File: config.mk
export PLATFORM = sky130hd
export DESIGN_NAME = lfdl_core
export DESIGN_NICKNAME = d
export VERILOG_FILES = /design/src/logic/lfdl_pkg.sv /design/src/logic/lfdl_rx_destuff.sv /design/src/logic/lfdl_core.sv
export SDC_FILE = /design/constraint.sdc
export NUM_CORES = 1
export LEC_CHECK = 0
export BUFFER_PORTS_ARGS = -buffer_cell sky130_fd_sc_hd__buf_2
export CORE_ASPECT_RATIO = 0.6
export CORE_MARGIN = 4
export CORE_UTILIZATION = 30
export DETAILED_ROUTE_END_ITERATION = 8
export PLACE_DENSITY = 0.44
export SETUP_SLACK_MARGIN = 0.2
export SYNTH_ARGS = -nofsm -noshare
export SYNTH_HDL_FRONTEND = slang
export SYNTH_SLANG_ARGS = --single-unit
File: constraint.sdc
create_clock -name core_clk -period 3.9 [get_ports core_clk]
set_input_delay 0.195 -clock core_clk [delete_from_list [all_inputs] [get_ports core_clk]]
set_output_delay 0.195 -clock core_clk [all_outputs]
set_load 0.01 [all_outputs]
File: src/logic/lfdl_pkg.sv
// Constants for the legacy T1 link byte buffers
package lfdl_pkg;
    // Register offsets
    localparam logic [7:0] ADDR_RX_BYTE = 8'hC0;
    localparam logic [7:0] ADDR_TX_BYTE = 8'hC1;
    localparam logic [7:0] ADDR_MATCH1 = 8'hC2;
    localparam logic [7:0] ADDR_MATCH2 = 8'hC3;
    localparam logic [7:0] ADDR_STATUS = 8'hC4;
    localparam logic [7:0] ADDR_MASK = 8'hC5;
    localparam logic [7:0] ADDR_RCR2 = 8'hC6;
    localparam logic [7:0] ADDR_TCR2 = 8'hC7;
    localparam logic [7:0] ADDR_TCR1 = 8'hC8;
    // Field positions
    localparam int ST_MATCH = 1;
    localparam int ST_EMPTY = 2;
    localparam int ST_FULL = 3;
    localparam int RCR2_DESTUFF = 3;
    localparam int TCR2_STUFF = 5;
    localparam int TCR2_MF_LOAD = 6;
    localparam int TCR1_FS_SRC = 2;
    // Reset values
    localparam logic [7:0] REG_RESET = 8'h00;
    // Counts
    localparam logic [2:0] ONES_LIMIT = 3'h5;
    localparam logic [2:0] ONES_SAT = 3'h6;
    localparam logic [2:0] LAST_BIT = 3'h7;
endpackage

File: src/logic/lfdl_rx_destuff.sv
// Receive zero destuffer for the link bit stream
`timescale 1ns/1ps
module lfdl_rx_destuff
    import lfdl_pkg::*;
(
    // Clock and reset
    input wire logic core_clk,
    input wire logic rst_b,
    // Link bit in
    input wire logic bit_en,
    input wire logic bit_in,
    input wire logic enable,
    // Keep decision for this bit
    output logic keep
);
    logic [2:0] run_q; // Saturating count of ones in a row

    // Drop only a zero after exactly five ones
    always_comb begin
        keep = !(enable && !bit_in && run_q == ONES_LIMIT);
    end

    // Count ones, saturating so long runs stay distinct
    always_ff @(posedge core_clk or negedge rst_b) begin
        if (!rst_b) begin
            run_q <= 3'h0;
        end else if (bit_en) begin
            if (!bit_in) begin
                run_q <= 3'h0;
            end else if (run_q != ONES_SAT) begin
                run_q <= run_q + 3'h1;
            end
        end
    end

    a_drop_five: assert property (@(posedge core_clk) disable iff (!rst_b)
        (bit_en && enable && !bit_in && run_q == ONES_LIMIT) |-> !keep)
        else $error("zero after five ones not dropped");
    a_keep_six: assert property (@(posedge core_clk) disable iff (!rst_b)
        (bit_en && !bit_in && run_q == ONES_SAT) |-> keep)
        else $error("zero after six ones dropped");
    // Long runs must stay at the ceiling so the zero after them is kept
    a_run_sat: assert property (@(posedge core_clk) disable iff (!rst_b)
        (bit_en && bit_in && run_q == ONES_SAT) |=> run_q == ONES_SAT)
        else $error("ones count left its ceiling");
endmodule

File: src/logic/lfdl_core.sv
// Legacy T1 link byte buffers with stuffing and match detection
`timescale 1ns/1ps
module lfdl_core
    import lfdl_pkg::*;
(
    // Clock and reset
    input wire logic core_clk,
    input wire logic rst_b,
    // Host register port
    input wire logic [7:0] reg_addr,
    input wire logic reg_wr,
    input wire logic reg_rd,
    input wire logic [7:0] reg_wdata,
    output logic [7:0] reg_rdata,
    output logic int_b,
    // Receive link bits from framer
    input wire logic rx_link_en,
    input wire logic rx_link_bit,
    // Transmit link slots from framer
    input wire logic d4_mode,
    input wire logic tx_slot,
    input wire logic tx_mf_start,
    output logic tx_link_bit,
    output logic fs_from_reg
);
    logic [7:0] rx_byte_q; // Completed receive byte
    logic [7:0] rx_sh_q; // Receive shifter
    logic [2:0] rx_cnt_q; // Bits in receive shifter
    logic [7:0] tx_byte_q; // Transmit link byte
    logic [7:0] tx_sh_q; // Transmit shifter
    logic [2:0] tx_cnt_q; // Bits sent of current byte
    logic [2:0] tx_ones_q; // Ones sent in a row
    logic [7:0] match1_q; // First match byte
    logic [7:0] match2_q; // Second match byte
    logic [7:0] status_q; // Sticky status flags
    logic [7:0] mask_q; // Interrupt mask
    logic [7:0] rcr2_q; // Receive control
    logic [7:0] tcr2_q; // Transmit control two
    logic [7:0] tcr1_q; // Transmit control one
    logic rx_keep; // Bit survives destuffing
    logic rx_take; // Bit enters shifter
    logic rx_done; // Byte completes this cycle
    logic [7:0] rx_next; // Shifter after this bit
    logic tx_stuff; // Slot carries a stuffed zero
    logic tx_load_ok; // Register may load at byte start
    logic [7:0] tx_src; // Byte the slot sends from
    logic tx_bit; // Bit sent this slot
    logic tx_done; // Last bit of byte leaves

    // Destuffer on the received link bits
    lfdl_rx_destuff u_destuff (
        .core_clk(core_clk),
        .rst_b(rst_b),
        .bit_en(rx_link_en),
        .bit_in(rx_link_bit),
        .enable(rcr2_q[RCR2_DESTUFF]),
        .keep(rx_keep)
    );

    // Receive shift decode, LSB arrives first
    always_comb begin
        rx_take = rx_link_en && rx_keep;
        rx_next = {rx_link_bit, rx_sh_q[7:1]};
        rx_done = rx_take && rx_cnt_q == LAST_BIT;
    end

    // Receive shifter and byte register
    always_ff @(posedge core_clk or negedge rst_b) begin
        if (!rst_b) begin
            rx_sh_q <= REG_RESET;
            rx_cnt_q <= 3'h0;
            rx_byte_q <= REG_RESET;
        end else if (rx_take) begin
            rx_sh_q <= rx_next;
            rx_cnt_q <= rx_cnt_q + 3'h1;
            if (rx_done) begin
                rx_byte_q <= rx_next;
            end
        end
    end

    // Transmit slot decode
    always_comb begin
        tx_stuff = tcr2_q[TCR2_STUFF] && tx_ones_q == ONES_LIMIT;
        // D4 with multiframe load waits for the boundary
        tx_load_ok = !(d4_mode && tcr2_q[TCR2_MF_LOAD]) || tx_mf_start;
        tx_src = (tx_cnt_q == 3'h0 && tx_load_ok) ? tx_byte_q : tx_sh_q;
        tx_bit = tx_stuff ? 1'b0 : tx_src[0];
        tx_done = tx_slot && !tx_stuff && tx_cnt_q == LAST_BIT;
    end

    // Transmit shifter, rotates so an unrefreshed byte repeats
    always_ff @(posedge core_clk or negedge rst_b) begin
        if (!rst_b) begin
            tx_sh_q <= REG_RESET;
            tx_cnt_q <= 3'h0;
            tx_ones_q <= 3'h0;
            tx_link_bit <= 1'b0;
        end else if (tx_slot) begin
            tx_link_bit <= tx_bit;
            if (tx_stuff) begin
                tx_ones_q <= 3'h0;
            end else begin
                tx_sh_q <= {tx_src[0], tx_src[7:1]};
                tx_cnt_q <= tx_cnt_q + 3'h1;
                tx_ones_q <= tx_src[0] ? tx_ones_q + 3'h1 : 3'h0;
            end
        end
    end

    // Host writes to control and data registers
    always_ff @(posedge core_clk or negedge rst_b) begin
        if (!rst_b) begin
            tx_byte_q <= REG_RESET;
            match1_q <= REG_RESET;
            match2_q <= REG_RESET;
            mask_q <= REG_RESET;
            rcr2_q <= REG_RESET;
            tcr2_q <= REG_RESET;
            tcr1_q <= REG_RESET;
        end else if (reg_wr) begin
            case (reg_addr)
                ADDR_TX_BYTE: tx_byte_q <= reg_wdata;
                ADDR_MATCH1: match1_q <= reg_wdata;
                ADDR_MATCH2: match2_q <= reg_wdata;
                ADDR_MASK: mask_q <= reg_wdata;
                ADDR_RCR2: rcr2_q <= reg_wdata;
                ADDR_TCR2: tcr2_q <= reg_wdata;
                ADDR_TCR1: tcr1_q <= reg_wdata;
                default: ;
            endcase
        end
    end

    // Sticky flags, write one to clear, a set wins over a clear
    always_ff @(posedge core_clk or negedge rst_b) begin
        if (!rst_b) begin
            status_q <= REG_RESET;
        end else begin
            for (int i = 0; i < 8; i++) begin
                if (reg_wr && reg_addr == ADDR_STATUS && reg_wdata[i]) begin
                    status_q[i] <= 1'b0;
                end
            end
            if (rx_done) begin
                status_q[ST_FULL] <= 1'b1;
            end
            if (rx_done && (rx_next == match1_q || rx_next == match2_q)) begin
                status_q[ST_MATCH] <= 1'b1;
            end
            if (tx_done) begin
                status_q[ST_EMPTY] <= 1'b1;
            end
        end
    end

    // Interrupt held low while any unmasked flag stands
    always_ff @(posedge core_clk or negedge rst_b) begin
        if (!rst_b) begin
            int_b <= 1'b1;
        end else begin
            int_b <= ~|(status_q & mask_q);
        end
    end

    // Fs source select pin, one means from the transmit byte
    always_ff @(posedge core_clk or negedge rst_b) begin
        if (!rst_b) begin
            fs_from_reg <= 1'b1;
        end else begin
            fs_from_reg <= !tcr1_q[TCR1_FS_SRC];
        end
    end

    // Registered read data, unmapped reads zero
    always_ff @(posedge core_clk or negedge rst_b) begin
        if (!rst_b) begin
            reg_rdata <= REG_RESET;
        end else if (reg_rd) begin
            case (reg_addr)
                ADDR_RX_BYTE: reg_rdata <= rx_byte_q;
                ADDR_TX_BYTE: reg_rdata <= tx_byte_q;
                ADDR_MATCH1: reg_rdata <= match1_q;
                ADDR_MATCH2: reg_rdata <= match2_q;
                ADDR_STATUS: reg_rdata <= status_q;
                ADDR_MASK: reg_rdata <= mask_q;
                ADDR_RCR2: reg_rdata <= rcr2_q;
                ADDR_TCR2: reg_rdata <= tcr2_q;
                ADDR_TCR1: reg_rdata <= tcr1_q;
                default: reg_rdata <= REG_RESET;
            endcase
        end
    end

    // Checks on the main behaviour
    a_full_set: assert property (@(posedge core_clk) disable iff (!rst_b)
        rx_done |=> status_q[ST_FULL] && rx_byte_q == $past(rx_next))
        else $error("full flag or byte missing after completion");
    a_match_set: assert property (@(posedge core_clk) disable iff (!rst_b)
        (rx_done && rx_next == match2_q) |=> status_q[ST_MATCH])
        else $error("match flag not set");
    a_int_level: assert property (@(posedge core_clk) disable iff (!rst_b)
        (status_q[ST_FULL] && mask_q[ST_FULL]) |=> !int_b)
        else $error("interrupt not low for unmasked full");
    a_flag_hold: assert property (@(posedge core_clk) disable iff (!rst_b)
        (status_q[ST_EMPTY] && !(reg_wr && reg_addr == ADDR_STATUS)) |=>
        status_q[ST_EMPTY])
        else $error("empty flag dropped without acknowledge");
    a_empty_set: assert property (@(posedge core_clk) disable iff (!rst_b)
        (tx_slot && !tx_stuff && tx_cnt_q == LAST_BIT) |=> status_q[ST_EMPTY])
        else $error("empty flag not set after eighth bit");
    a_stuff_zero: assert property (@(posedge core_clk) disable iff (!rst_b)
        (tx_slot && tcr2_q[TCR2_STUFF] && tx_ones_q == ONES_LIMIT) |=>
        !tx_link_bit && tx_ones_q == 3'h0)
        else $error("no zero stuffed after five ones");
    a_tx_lsb: assert property (@(posedge core_clk) disable iff (!rst_b)
        (tx_slot && !tx_stuff && tx_cnt_q == 3'h0 && tx_load_ok) |=>
        tx_link_bit == $past(tx_byte_q[0]))
        else $error("byte not started with its LSB");
    a_mf_wait: assert property (@(posedge core_clk) disable iff (!rst_b)
        (tx_slot && !tx_stuff && tx_cnt_q == 3'h0 && d4_mode && tcr2_q[TCR2_MF_LOAD]
        && !tx_mf_start) |=> tx_link_bit == $past(tx_sh_q[0]))
        else $error("register loaded off a multiframe boundary");
    c_rx_match: cover property (@(posedge core_clk) rx_done && rx_next == match1_q);
    c_tx_stuff: cover property (@(posedge core_clk) tx_slot && tx_stuff);
    c_tx_repeat: cover property (@(posedge core_clk) tx_done ##[1:200] tx_done);
    c_rx_drop: cover property (@(posedge core_clk) rx_link_en && !rx_keep);
endmodule

==> impl_results.rst, run 1 <==
.. list-table::
   :header-rows: 1

   * - Metric
     - Value
   * - Worst relative slew slack
     - about 47%
   * - Pre-CTS setup slack
     - around 1700 ps
   * - Area of the mapped netlist
     - between 0.005 and 0.006 mm^2
   * - Crit path required time
     - roughly 4100 ps
   * - Number of pins with negative max-slew slack in the final report
     - 0
   * - Fillcell total
     - ~1,600
   * - Reported leakage power
     - approximately 2.7 nW
   * - End of the worst register-to-register path
     - rx_byte_q[4]
   * - Minimum clock period
     - ~2200 ps
   * - Ratio of cells with drive above 1 in the final layout
     - approximately a third
   * - Number of flip-flops and latches in the synthesized netlist
     - around 110
   * - Max Clk Rate
     - about 460 MHz
   * - Placer Congestion
     - roughly 0.85
   * - Category of the worst setup path capture point
     - register
   * - First drt pass iteration count
     - 5
   * - Total Negative Setup Slacks
     - 0 ps
   * - Routed WL
     - about 13 mm
   * - Top routing layer in use
     - met4
   * - Routed metal-1 wire length
     - between 7 and 8 mm
   * - Final core utilization
     - 35.34%
   * - Int Pwr
     - 2.019 mW
   * - CORE AREA
     - between 0.015 and 0.02 mm^2
   * - Final ANT Viol Nets
     - 0
   * - Synth Net Count
     - about 440
   * - Sum of met3 wire segment lengths after detailed routing
     - around 660 um
   * - Area share of the largest cell type after synthesis
     - 50.89%
   * - Power per cell area
     - between 400 and 500 mW/mm^2
   * - Global-route wire length before repair
     - ~21 mm
   * - Multiplexer area fraction after synthesis
     - between 20% and 30%
   * - H-tree depth reported by CTS
     - 3
   * - Internal reg-to-reg setup slack
     - 1720 ps
   * - Clock-pin slew on the worst setup and hold paths
     - 70 ps
   * - Total die area
     - between 0.015 and 0.02 mm^2
   * - Cell Rows
     - 36
   * - Final worst setup slack
     - approximately 1700 ps
   * - IR Drop Worst-Case VDD
     - 0.1943 mV
   * - Final std cells w/o fill
     - a little under 700
   * - Count of input and output buffers
     - 35
   * - Avg WL per Cell
     - 19.88 um
   * - Via count of the first global-routing pass
     - 3,339
   * - TritonCTS clock tree
     - built
   * - Insertion delay to the later sink of the worst-skew pair
     - approximately 350 ps
   * - Cell type with the highest aggregate area in the netlist
     - sky130_fd_sc_hd__dfrtp_1
   * - Number of hold-slack violations in the final timing report
     - 0
   * - Switching power
     - roughly 0.76 mW
   * - CTS Root Buffer Type
     - sky130_fd_sc_hd__clkbuf_16
   * - Share of total power in sequential cells
     - about half
   * - Sum of net half-perimeters after detailed placement
     - between 10 and 15 mm
   * - Count of boundary I/O pins
     - 36
   * - Height of the chip
     - roughly 110 um
   * - Final setup vio count
     - 0
   * - Sort of element at the start of the critical path
     - register
   * - Post-Route Hold Slack
     - 104.9 ps
   * - Fraction of power consumed by combinational cells
     - between 10% and 20%
   * - Most common library cell in the layout ignoring fill and taps
     - sky130_fd_sc_hd__dfrtp_1
   * - Main combinational cell family by area after synthesis
     - multiplexers
   * - Die W
     - approximately 180 um
   * - Share of synthesized registers carrying an async set or reset
     - 100.0%
   * - Type of the tightest min-delay check
     - input port to register
   * - Setup repair after global routing missed its margin
     - no
   * - Start point of the worst hold path
     - rx_link_en
   * - Total DRC errors in the routed layout
     - 0
   * - Launching element of the worst setup path
     - u_destuff.run_q[1]
   * - Largest net degree at the start of global routing
     - 49
   * - Final instance area
     - between 0.005 and 0.006 mm^2
   * - Dominant synthesized flop cell
     - sky130_fd_sc_hd__dfrtp_1
   * - Antenna diode count
     - 0
   * - Clock network power share
     - 34.7%
   * - Leading cell types in the layout, fill and taps excluded
     - 103 x sky130_fd_sc_hd__dfrtp_1, 77 x sky130_fd_sc_hd__mux2_2, 43 x sky130_fd_sc_hd__nand2_1
   * - Worst Reg-to-Reg Cells
     - 7
   * - Min-Delay Path Depth
     - 2
   * - Worst R2R Start
     - u_destuff.run_q[1]
   * - Outcome
     - complete, no violations
   * - Num Clock Sinks
     - roughly 110
   * - Area growth from synthesis to layout
     - 14.40%
   * - Total clock buffers created by CTS
     - 9
   * - Initial antenna violation count
     - 0
   * - Count of flip-flops with a built-in enable after synthesis
     - 0
   * - Buffers inserted by post-CTS timing repair
     - 0
   * - Switching power share of the total
     - between 20% and 30%
   * - Iteration-0 DRC count of the detailed router
     - ~310
   * - Post-route clock period utilization
     - 55.91%
   * - Count of synthesis-stage warnings from yosys
     - 0
   * - Post-synthesis instance total
     - 409
   * - Via count
     - approximately 3,400
   * - Starting density of the core
     - 30.89%
   * - Adder-Cell Fraction of Synth Area
     - between 2 and 2.5%
   * - Critical path arrival
     - around 2400 ps
   * - Synthesized-area fraction occupied by xor and xnor cells
     - under 10%
   * - Post-layout net count
     - about 480
   * - Worst-path fanout max
     - 11
   * - Setup skew after layout
     - 8.671 ps
   * - Power after layout
     - between 2 and 3 mW
   * - Drt via density
     - just over 5
   * - Worst-case clock buffer depth
     - 2
   * - Complex-gate fraction of the synthesized area
     - under 10%
   * - Synth top area cells
     - sky130_fd_sc_hd__dfrtp_1 51%, sky130_fd_sc_hd__mux2_2 17%, sky130_fd_sc_hd__nand2_1 3.2%
   * - Total routing resource utilization after global routing
     - 14.53%
   * - Met2 routed wirelength
     - 5.095 mm
   * - Sequential cell area fraction in the yosys report
     - 51.93%
   * - Number of maximum-capacitance violations
     - 0
   * - Number of placed instances with taps included
     - between 600 and 700
   * - Slew at the pin closest to its max-slew limit
     - 793.7 ps
   * - Cell area after placement
     - around 0.0055 mm^2
   * - Share of synthesized cell area in and, or, nand and nor gates
     - around a tenth
   * - Total overflow reported by the global router
     - 0
   * - Worst hold path endpoint
     - u_destuff.run_q[2]
   * - Mean area per synthesized cell
     - approximately 12 um^2
   * - Number of library cell types mapped by synthesis
     - 54
   * - Critical path class
     - register to register
[layout make-up]
class	instances	area, um^2	area share, %
flip-flops and latches	105	2630	45.39
inverters	11	41.29	0.7126
clock buffers	10	229.0	3.952
well taps	228	285.3	4.923
clock inverters	5	81.33	1.404
repair buffers	38	202.7	3.498
multi-input cells	279	2325	40.12
[critical path, cell delays in order (launching register included)]
cell	delay, ps
sky130_fd_sc_hd__dfrtp_1	400
sky130_fd_sc_hd__inv_1	100
sky130_fd_sc_hd__ha_1	140
sky130_fd_sc_hd__nand4b_1	90
sky130_fd_sc_hd__nand2_1	370
sky130_fd_sc_hd__inv_1	170
sky130_fd_sc_hd__nand2_1	400
sky130_fd_sc_hd__mux2_2	390
[cells by family after synthesis]
logic type / Yosys count
flops: 105
xor+xnor: 18
simple gates: 90
buf+inv: 25
mux: 97
compound gates: 64
fa+ha+maj: 10
[worst max-delay path by stage]
stage | end | cells after the start | slack, ps
floorplan | tx_ones_q[1] | 7 | 2340
global placement | rx_byte_q[4] | 7 | 1700
detailed placement | rx_byte_q[4] | 7 | 1710
CTS | rx_byte_q[4] | 7 | 1690
global route | rx_byte_q[0] | 7 | 1510
finish | rx_byte_q[4] | 7 | 1720
[cell usage after synthesis (3+ instances only)]
library cell	n
sky130_fd_sc_hd__dfrtp_1	103
sky130_fd_sc_hd__mux2_2	77
sky130_fd_sc_hd__nand2_1	43
sky130_fd_sc_hd__xor2_1	16
sky130_fd_sc_hd__mux2i_1	15
sky130_fd_sc_hd__o21ai_0	15
sky130_fd_sc_hd__a22oi_1	10
sky130_fd_sc_hd__ha_1	10
sky130_fd_sc_hd__inv_1	10
sky130_fd_sc_hd__buf_2	7
sky130_fd_sc_hd__nor3_1	7
sky130_fd_sc_hd__o22ai_1	7
sky130_fd_sc_hd__nor2_1	6
sky130_fd_sc_hd__o2bb2ai_1	6
sky130_fd_sc_hd__clkbuf_1	5
sky130_fd_sc_hd__nor2b_1	5
sky130_fd_sc_hd__nor4_1	5
sky130_fd_sc_hd__a21oi_1	4
sky130_fd_sc_hd__a221oi_1	4
sky130_fd_sc_hd__nand3_1	4
sky130_fd_sc_hd__a22o_1	3
sky130_fd_sc_hd__mux2_1	3
sky130_fd_sc_hd__nand2b_1	3
[power groups by stage]
stage                     Combinational [mW]  Clock (mW)  Sequential (mW)
after floorplan                        0.314           0             1.35
after global placement                 0.432           0             1.40
after detailed placement               0.439           0             1.40
after CTS                              0.441       0.989             1.38
after global routing                   0.491        1.03             1.40
final                                  0.437       0.963             1.38
[metal layers]
metal,vias to the layer above,track usage (%)
met2,100,18.38
met5,-,0
met3,8,3.153
met4,0,2.948
met1,1757,24.44
li1,1566,-
[timing repair]
action,in CTS,in global routing
hold buffers,1,0
resized for setup,0,0
hold endpoints to repair,44,0
(Power assumes the default switching activity.)
==> inputs of run 2 (changes only) <==
--- a/config.mk
+++ b/config.mk
@@ -5,12 +5,13 @@
 export SDC_FILE = /design/constraint.sdc
 export NUM_CORES = 1
 export LEC_CHECK = 0
+export ABC_AREA = 1
 export BUFFER_PORTS_ARGS = -buffer_cell sky130_fd_sc_hd__buf_2
 export CORE_ASPECT_RATIO = 0.6
 export CORE_MARGIN = 4
 export CORE_UTILIZATION = 30
 export DETAILED_ROUTE_END_ITERATION = 8
-export PLACE_DENSITY = 0.44
+export PLACE_DENSITY = 0.46
 export SETUP_SLACK_MARGIN = 0.2
 export SYNTH_ARGS = -nofsm -noshare
 export SYNTH_HDL_FRONTEND = slang
==> constraint.sdc (replaced) <==
create_clock -name core_clk -period 1.96 [get_ports core_clk]
set_input_delay 0.098 -clock core_clk [delete_from_list [all_inputs] [get_ports core_clk]]
set_output_delay 0.098 -clock core_clk [all_outputs]
set_load 0.01 [all_outputs]
==> run 2 against run 1 <==
Against the previous run:
- first-iteration DRC count rose by 28%
- non-clock buffer count rose by 17
- die area fell by 0.77%
- design area rose by 1.1%
- largest power group unchanged
==> impl_results.rst, run 2 <==
.. list-table::
   :header-rows: 1

   * - Metric
     - Value
   * - Num Clock Sinks
     - 105 (unchanged)
   * - Post-route clock period utilization
     - 81.68% (was 55.91%)
   * - Worst Reg-to-Reg Cells
     - 7 (unchanged)
   * - Count of boundary I/O pins
     - 36 (unchanged)
   * - Starting density of the core
     - 30.81% (was 30.89%)
   * - End of the worst register-to-register path
     - tx_ones_q[1] (was rx_byte_q[4])
   * - Total DRC errors in the routed layout
     - 0 (unchanged)
   * - Total overflow reported by the global router
     - 0 (unchanged)
   * - Post-synthesis instance total
     - 604 (was 409)
   * - Final core utilization
     - 35.94% (was 35.34%)
   * - Setup skew after layout
     - 6.393 ps (was 8.671 ps)
   * - Worst relative slew slack
     - 67.61% (was 46.73%)
   * - Final setup vio count
     - 0 (unchanged)
   * - Worst-path fanout max
     - 9 (was 11)
   * - Post-layout net count
     - 684 (was 479)
   * - Ratio of cells with drive above 1 in the final layout
     - 13.91% (was 31.47%)
   * - Antenna diode count
     - 0 (unchanged)
   * - Critical path class
     - register to register (unchanged)
   * - Iteration-0 DRC count of the detailed router
     - 397 (was 311)
   * - Setup repair after global routing missed its margin
     - no (unchanged)
   * - Start point of the worst hold path
     - reg_rd (was rx_link_en)
   * - Clock-pin slew on the worst setup and hold paths
     - 70 ps (about the same)
   * - Area growth from synthesis to layout
     - 16.66% (was 14.40%)
   * - CTS Root Buffer Type
     - sky130_fd_sc_hd__clkbuf_16 (unchanged)
   * - Number of pins with negative max-slew slack in the final report
     - 0 (unchanged)
   * - Final instance area
     - 0.005861 mm^2 (was 0.005794 mm^2)
   * - Number of flip-flops and latches in the synthesized netlist
     - 105 (unchanged)
   * - Cell Rows
     - 36 (unchanged)
   * - Total clock buffers created by CTS
     - 9 (unchanged)
   * - Final std cells w/o fill
     - 882 (was 676)
   * - Sequential cell area fraction in the yosys report
     - 52.35% (was 51.93%)
   * - Via count of the first global-routing pass
     - 4,134 (was 3,339)
   * - TritonCTS clock tree
     - built (unchanged)
   * - Type of the tightest min-delay check
     - input port to register (unchanged)
   * - Leading cell types in the layout, fill and taps excluded
     - 172 x sky130_fd_sc_hd__nand2_1, 103 x sky130_fd_sc_hd__dfrtp_1, 77 x sky130_fd_sc_hd__nand3_1 (was 103 x sky130_fd_sc_hd__dfrtp_1, 77 x sky130_fd_sc_hd__mux2_2, 43 x sky130_fd_sc_hd__nand2_1)
   * - Largest net degree at the start of global routing
     - 54 (was 49)
   * - Via count
     - 4,181 (was 3,431)
   * - Critical path arrival
     - 1800 ps (was 2420 ps)
   * - Total Negative Setup Slacks
     - 0 ps (unchanged)
   * - Outcome
     - complete, no violations (unchanged)
   * - Area of the mapped netlist
     - 0.005024 mm^2 (was 0.005065 mm^2)
   * - Count of flip-flops with a built-in enable after synthesis
     - 0 (unchanged)
   * - Avg WL per Cell
     - 15.82 um (was 19.88 um)
   * - Number of hold-slack violations in the final timing report
     - 0 (unchanged)
   * - Number of placed instances with taps included
     - 864 (was 660)
   * - Category of the worst setup path capture point
     - register (unchanged)
   * - Power per cell area
     - 941.0 mW/mm^2 (was 479.5 mW/mm^2)
   * - Total die area
     - 0.01895 mm^2 (was 0.01909 mm^2)
   * - First drt pass iteration count
     - 5 (unchanged)
   * - Final ANT Viol Nets
     - 0 (unchanged)
   * - Synth Net Count
     - 639 (was 444)
   * - Post-Route Hold Slack
     - 51.87 ps (was 104.9 ps)
   * - Cell type with the highest aggregate area in the netlist
     - sky130_fd_sc_hd__dfrtp_1 (unchanged)
   * - Initial antenna violation count
     - 0 (unchanged)
   * - Count of synthesis-stage warnings from yosys
     - 0 (unchanged)
   * - Power after layout
     - 5.515 mW (was 2.778 mW)
   * - Most frequent cell after synthesis
     - sky130_fd_sc_hd__nand2_1 (was sky130_fd_sc_hd__dfrtp_1)
   * - Total routing resource utilization after global routing
     - 15.26% (was 14.53%)
   * - IR Drop Worst-Case VDD
     - 0.3252 mV (was 0.1943 mV)
   * - Pre-CTS setup slack
     - 157.4 ps (was 1710 ps)
   * - Placer Congestion
     - 0.8255 (was 0.8525)
   * - Routed WL
     - 13.96 mm (was 13.44 mm)
   * - Worst-case clock buffer depth
     - 2 (unchanged)
   * - Synth top area cells
     - sky130_fd_sc_hd__dfrtp_1 51%, sky130_fd_sc_hd__nand2_1 13%, sky130_fd_sc_hd__nand3_1 7.8% (was sky130_fd_sc_hd__dfrtp_1 51%, sky130_fd_sc_hd__mux2_2 17%, sky130_fd_sc_hd__nand2_1 3.2%)
   * - Insertion delay to the later sink of the worst-skew pair
     - 340 ps (was 350 ps)
   * - Worst R2R Start
     - tx_cnt_q[0] (was u_destuff.run_q[1])
   * - Sort of element at the start of the critical path
     - register (unchanged)
   * - Minimum clock period
     - 1601 ps (was 2181 ps)
   * - Sum of net half-perimeters after detailed placement
     - 10.46 mm (was 10.00 mm)
   * - Max Clk Rate
     - 624.6 MHz (was 458.6 MHz)
   * - Area share of the largest cell type after synthesis
     - 51.31% (was 50.89%)
   * - Dominant synthesized flop cell
     - sky130_fd_sc_hd__dfrtp_1 (unchanged)
   * - Slew at the pin closest to its max-slew limit
     - 485.3 ps (was 793.7 ps)
   * - CORE AREA
     - 0.01631 mm^2 (was 0.01640 mm^2)
   * - Global-route wire length before repair
     - 22.46 mm (was 20.80 mm)
   * - Number of maximum-capacitance violations
     - 0 (unchanged)
   * - Cell area after placement
     - 0.005542 mm^2 (was 0.005474 mm^2)
   * - Reported leakage power
     - 2.850 nW (was 2.726 nW)
   * - Height of the chip
     - 108.2 um (was 108.6 um)
   * - Commonest cells post-synth
     - 172 x sky130_fd_sc_hd__nand2_1, 103 x sky130_fd_sc_hd__dfrtp_1, 78 x sky130_fd_sc_hd__nand3_1, 65 x sky130_fd_sc_hd__o21ai_1, 45 x sky130_fd_sc_hd__inv_1 (was 103 x sky130_fd_sc_hd__dfrtp_1, 77 x sky130_fd_sc_hd__mux2_2, 43 x sky130_fd_sc_hd__nand2_1, 16 x sky130_fd_sc_hd__xor2_1)
   * - Launching element of the worst setup path
     - tx_cnt_q[0] (was u_destuff.run_q[1])
   * - Worst hold path endpoint
     - reg_rdata[1] (was u_destuff.run_q[2])
   * - H-tree depth reported by CTS
     - 3 (unchanged)
   * - Drt via density
     - 4.740 (was 5.075)
   * - Min-Delay Path Depth
     - 3 (was 2)
   * - Mean area per synthesized cell
     - 8.317 um^2 (was 12.38 um^2)
   * - Final worst setup slack
     - 359.1 ps (was 1719 ps)
   * - Internal reg-to-reg setup slack
     - 360 ps (was 1720 ps)
   * - Crit path required time
     - 2160 ps (was 4140 ps)
   * - Count of input and output buffers
     - 35 (unchanged)
   * - Share of synthesized registers carrying an async set or reset
     - 100.0% (unchanged)
   * - Most common library cell in the layout ignoring fill and taps
     - sky130_fd_sc_hd__nand2_1 (was sky130_fd_sc_hd__dfrtp_1)
   * - Die W
     - 175.1 um (was 175.7 um)
   * - Number of library cell types mapped by synthesis
     - 28 (was 54)
==> run 2: critical path: stages (launching register included) <==
cell and delay [ps]:
sky130_fd_sc_hd__dfrtp_1 390, sky130_fd_sc_hd__inv_1 90, sky130_fd_sc_hd__ha_1 140, sky130_fd_sc_hd__inv_1 30
sky130_fd_sc_hd__nor2_1 120, sky130_fd_sc_hd__o21ai_2 140, sky130_fd_sc_hd__o21ai_1 410, sky130_fd_sc_hd__o22ai_1 120
==> run 2: power breakdown <==
group | internal (mW) | switching (mW) | leakage [nW]
registers | 2.52 | 0.235 | 1.40
logic | 0.381 | 0.575 | 1.31
clock network | 1.02 | 0.783 | 0.144
total | 3.92 | 1.59 | 2.85
==> run 2: layer usage <==
metal	up-vias	global-route usage, %	wire [um]
li1	2057	-	-
met1	1995	24.63	7585
met2	116	20.76	5413
met3	13	2.935	824
met4	0	3.305	133
met5	-	0	0
==> run 2: final cells by class <==
cell class	count	area (um^2)
fillers	1735	10450
flip-flops and latches	105	2630
multi-input cells	429	2113
repair buffers	55	357.8
well taps	228	285.3
clock buffers	13	250.2
inverters	49	183.9
clock inverters	3	40.04
==> run 2: kinds of logic after synthesis <==
kind of cell	synth area share, %
multiplexers	0.4483
AND/OR/NAND/NOR	25.38
AO/OA/AOI/OAI	11.13
flip-flops	52.35
adder cells (fa/ha/maj)	2.491
XOR/XNOR	2.441
buffers and inverters	5.753
==> run 2: how the worst max path moves through the flow <==
stage | end | slack (ps) | cells after the start
after floorplan | tx_sh_q[5] | 510 | 9
after global placement | tx_ones_q[1] | 250 | 7
after detailed placement | tx_ones_q[1] | 160 | 7
after CTS | rx_byte_q[1] | 250 | 4
after global routing | tx_ones_q[1] | 220 | 7
final | tx_ones_q[1] | 360 | 7
==> run 2: what timing repair did <==
action                                  4_1_cts  5_1_grt
endpoints found under the hold margin        28        0
endpoints found under the setup margin        5       17
resized for setup                             1        2
hold buffers                                  2        0
setup buffers                                 0        0
==> inputs of run 3 (changes only) <==
--- a/config.mk
+++ b/config.mk
@@ -11,7 +11,7 @@
 export CORE_MARGIN = 4
 export CORE_UTILIZATION = 30
 export DETAILED_ROUTE_END_ITERATION = 8
-export PLACE_DENSITY = 0.46
+export PLACE_DENSITY = 0.44
 export SETUP_SLACK_MARGIN = 0.2
 export SYNTH_ARGS = -nofsm -noshare
 export SYNTH_HDL_FRONTEND = slang
==> constraint.sdc (replaced) <==
create_clock -name core_clk -period 1.67 [get_ports core_clk]
set_input_delay 0.0835 -clock core_clk [delete_from_list [all_inputs] [get_ports core_clk]]
set_output_delay 0.0835 -clock core_clk [all_outputs]
set_load 0.01 [all_outputs]
==> run 3 against run 2 <==
Against the previous run:
- sequential share of layout area down 1.3 points
- core utilization up 1.1 points
- sequential power up 18%
- wire length up 1.2%
- highest routed layer unchanged
- register-to-register slack worse by 96 ps
- largest power group unchanged
- global-route usage up 0.22 points
- worst setup slack worse by 96 ps
- critical path depth up 2
- count of clock-buffer cells in the layout down 2
- critical endpoint unchanged
==> impl_results.rst, run 3 (synthesis gave the netlist of run 2 again) <==
.. list-table::
   :header-rows: 1

   * - Metric
     - Value
   * - Outcome
     - complete, no violations (unchanged)
   * - IR Drop Worst-Case VDD
     - 0.4549 mV (was 0.3252 mV)
   * - Setup skew after layout
     - 12.93 ps (was 6.393 ps)
   * - Most common library cell in the layout ignoring fill and taps
     - sky130_fd_sc_hd__nand2_1 (unchanged)
   * - Post-layout net count
     - 691 (was 684)
   * - H-tree depth reported by CTS
     - 3 (unchanged)
   * - Insertion delay to the later sink of the worst-skew pair
     - 350 ps (was 340 ps)
   * - Total Negative Setup Slacks
     - 0 ps (unchanged)
   * - Setup repair after global routing missed its margin
     - yes (was no)
   * - Total routing resource utilization after global routing
     - 15.48% (was 15.26%)
   * - CTS Root Buffer Type
     - sky130_fd_sc_hd__clkbuf_16 (unchanged)
   * - Cell with the most instances on the worst path
     - sky130_fd_sc_hd__inv_2 (was sky130_fd_sc_hd__inv_1)
   * - Final setup vio count
     - 0 (unchanged)
   * - Initial antenna violation count
     - 0 (unchanged)
   * - Total DRC errors in the routed layout
     - 0 (unchanged)
   * - CORE AREA
     - 0.01631 mm^2 (unchanged)
   * - Power after layout
     - 6.865 mW (was 5.515 mW)
   * - Via count
     - 4,169 (was 4,181)
   * - Routed WL
     - 14.12 mm (was 13.96 mm)
   * - Worst-path fanout max
     - 5 (was 9)
   * - Die W
     - 175.1 um (unchanged)
   * - Final worst setup slack
     - 263.1 ps (was 359.1 ps)
   * - Final core utilization
     - 36.99% (was 35.94%)
   * - Sum of net half-perimeters after detailed placement
     - 10.39 mm (was 10.46 mm)
   * - Ratio of cells with drive above 1 in the final layout
     - 17.40% (was 13.91%)
   * - Leading cell types in the layout, fill and taps excluded
     - 170 x sky130_fd_sc_hd__nand2_1, 103 x sky130_fd_sc_hd__dfrtp_1, 77 x sky130_fd_sc_hd__nand3_1 (was 172 x sky130_fd_sc_hd__nand2_1, 103 x sky130_fd_sc_hd__dfrtp_1, 77 x sky130_fd_sc_hd__nand3_1)
   * - Slew at the pin closest to its max-slew limit
     - 436.0 ps (was 485.3 ps)
   * - Number of hold-slack violations in the final timing report
     - 0 (unchanged)
   * - Cell Rows
     - 36 (unchanged)
   * - Number of pins with negative max-slew slack in the final report
     - 0 (unchanged)
   * - Critical path arrival
     - 1680 ps (was 1800 ps)
   * - Drt via density
     - 4.690 (was 4.740)
   * - Num Clock Sinks
     - 105 (unchanged)
   * - Power per cell area
     - 1138 mW/mm^2 (was 941.0 mW/mm^2)
   * - Reported leakage power
     - 2.911 nW (was 2.850 nW)
   * - Pre-CTS setup slack
     - 117.3 ps (was 157.4 ps)
   * - TritonCTS clock tree
     - built (unchanged)
   * - Final ANT Viol Nets
     - 0 (unchanged)
   * - Area growth from synthesis to layout
     - 20.07% (was 16.66%)
   * - Max Clk Rate
     - 710.8 MHz (was 624.6 MHz)
   * - Fillcell total
     - 1,738 (was 1,735)
   * - Worst relative slew slack
     - 70.90% (was 67.61%)
   * - Global-route wire length before repair
     - 22.80 mm (was 22.46 mm)
   * - Slowest cell on the critical path
     - sky130_fd_sc_hd__dfrtp_1 (was sky130_fd_sc_hd__o21ai_1)
   * - Height of the chip
     - 108.2 um (unchanged)
   * - Category of the worst setup path capture point
     - register (unchanged)
   * - Type of the tightest min-delay check
     - input port to register (unchanged)
   * - Iteration-0 DRC count of the detailed router
     - 304 (was 397)
   * - Worst-case clock buffer depth
     - 2 (unchanged)
   * - Count of boundary I/O pins
     - 36 (unchanged)
   * - Total overflow reported by the global router
     - 0 (unchanged)
   * - Largest net degree at the start of global routing
     - 63 (was 54)
   * - Avg WL per Cell
     - 15.89 um (was 15.82 um)
   * - Post-route clock period utilization
     - 84.25% (was 81.68%)
   * - Total clock buffers created by CTS
     - 9 (unchanged)
   * - Clock-pin slew on the worst setup and hold paths
     - 80 ps (was 70 ps)
   * - Crit-path max cell delay
     - 390 ps (was 410 ps)
   * - Placer Congestion
     - 0.8217 (was 0.8255)
   * - Antenna diode count
     - 0 (unchanged)
   * - Critical path class
     - register to register (unchanged)
   * - Starting density of the core
     - 30.81% (unchanged)
   * - Cell-by-cell trace of the critical path
     - inv_2 -> ha_4 -> inv_2 -> nor2_4 -> o21ai_4 -> a21oi_1 -> o21ai_1 -> buf_4 -> o22ai_2 (was inv_1 -> ha_1 -> inv_1 -> nor2_1 -> o21ai_2 -> o21ai_1 -> o22ai_1)
   * - First drt pass iteration count
     - 4 (was 5)
   * - Total die area
     - 0.01895 mm^2 (unchanged)
   * - Count of input and output buffers
     - 35 (unchanged)
   * - Via count of the first global-routing pass
     - 4,077 (was 4,134)
   * - Crit path required time
     - 1940 ps (was 2160 ps)
   * - Minimum clock period
     - 1407 ps (was 1601 ps)
   * - Number of maximum-capacitance violations
     - 0 (unchanged)
   * - Sort of element at the start of the critical path
     - register (unchanged)
## run 3: path summary, 6_finish.rpt
path	start	to	slack, ps	depth (start not counted)
worst max-delay path	tx_cnt_q[0]	tx_ones_q[1]	260	9
worst min-delay path	reg_rd	reg_rdata[1]	30	3
worst max register to register	tx_cnt_q[0]	tx_ones_q[1]	260	9
worst min register to register	tcr1_q[2]	fs_from_reg	470	1
max in group asynchronous	rst_b	mask_q[4]	1070	3
min in group asynchronous	rst_b	tx_ones_q[1]	260	3
## run 3: worst max-delay path, delay by kind of cell, from the launching register on
family | cells | cell delay (ps)
flip-flops | 1 | 390
AO/OA/AOI/OAI | 4 | 390
buffers and inverters | 3 | 290
adder cells (fa/ha/maj) | 1 | 130
AND/OR/NAND/NOR | 1 | 120
## run 3: final cells by class
class                   count  area, um^2  share of cell area, %
clock buffers              11       242.7                  4.024
clock inverters             5       78.83                  1.307
inverters                  49       183.9                  3.049
multi-input cells         429        2185                  36.22
flip-flops and latches    105        2630                  43.60
well taps                 228       285.3                  4.729
repair buffers             62       426.7                  7.073
## run 3: routing by layer
layer | share of wire, % | track usage, % | up-vias
met1 | 56 | 25.38 | 2002
li1 | - | - | 2078
met4 | 0.88 | 3.137 | 0
met2 | 38 | 20.48 | 81
met3 | 4.9 | 3.180 | 8
met5 | 0 | 0 | -
## run 3: timing repair
| action | 4_1_cts | 5_1_grt |
|---|---|---|
| endpoints found under the setup margin | 13 | 24 |
| gates resized for setup | 5 | 22 |
| endpoints found under the hold margin | 106 | 0 |
| buffers inserted | 0 | 2 |
| gates cloned | 0 | 0 |
| pin swaps | 0 | 4 |
| hold buffers | 2 | 0 |
## run 3: report_power, final
group	internal (mW)	switching [mW]
Combinational	0.577	0.742
Sequential	2.95	0.286
Clock	1.35	0.953
Total	4.88	1.98
## run 3: metrics by stage
stage / instance area, um^2 / cells / hold WS (ps)
floorplan: 5024 / 604 / -212.1
global placement: 5592 / 869 / 106.4
detailed placement: 5592 / 869 / 109.2
CTS: 5947 / 887 / 21.05
global route: 6032 / 889 / 44.27
finish: 6032 / 889 / 28.44
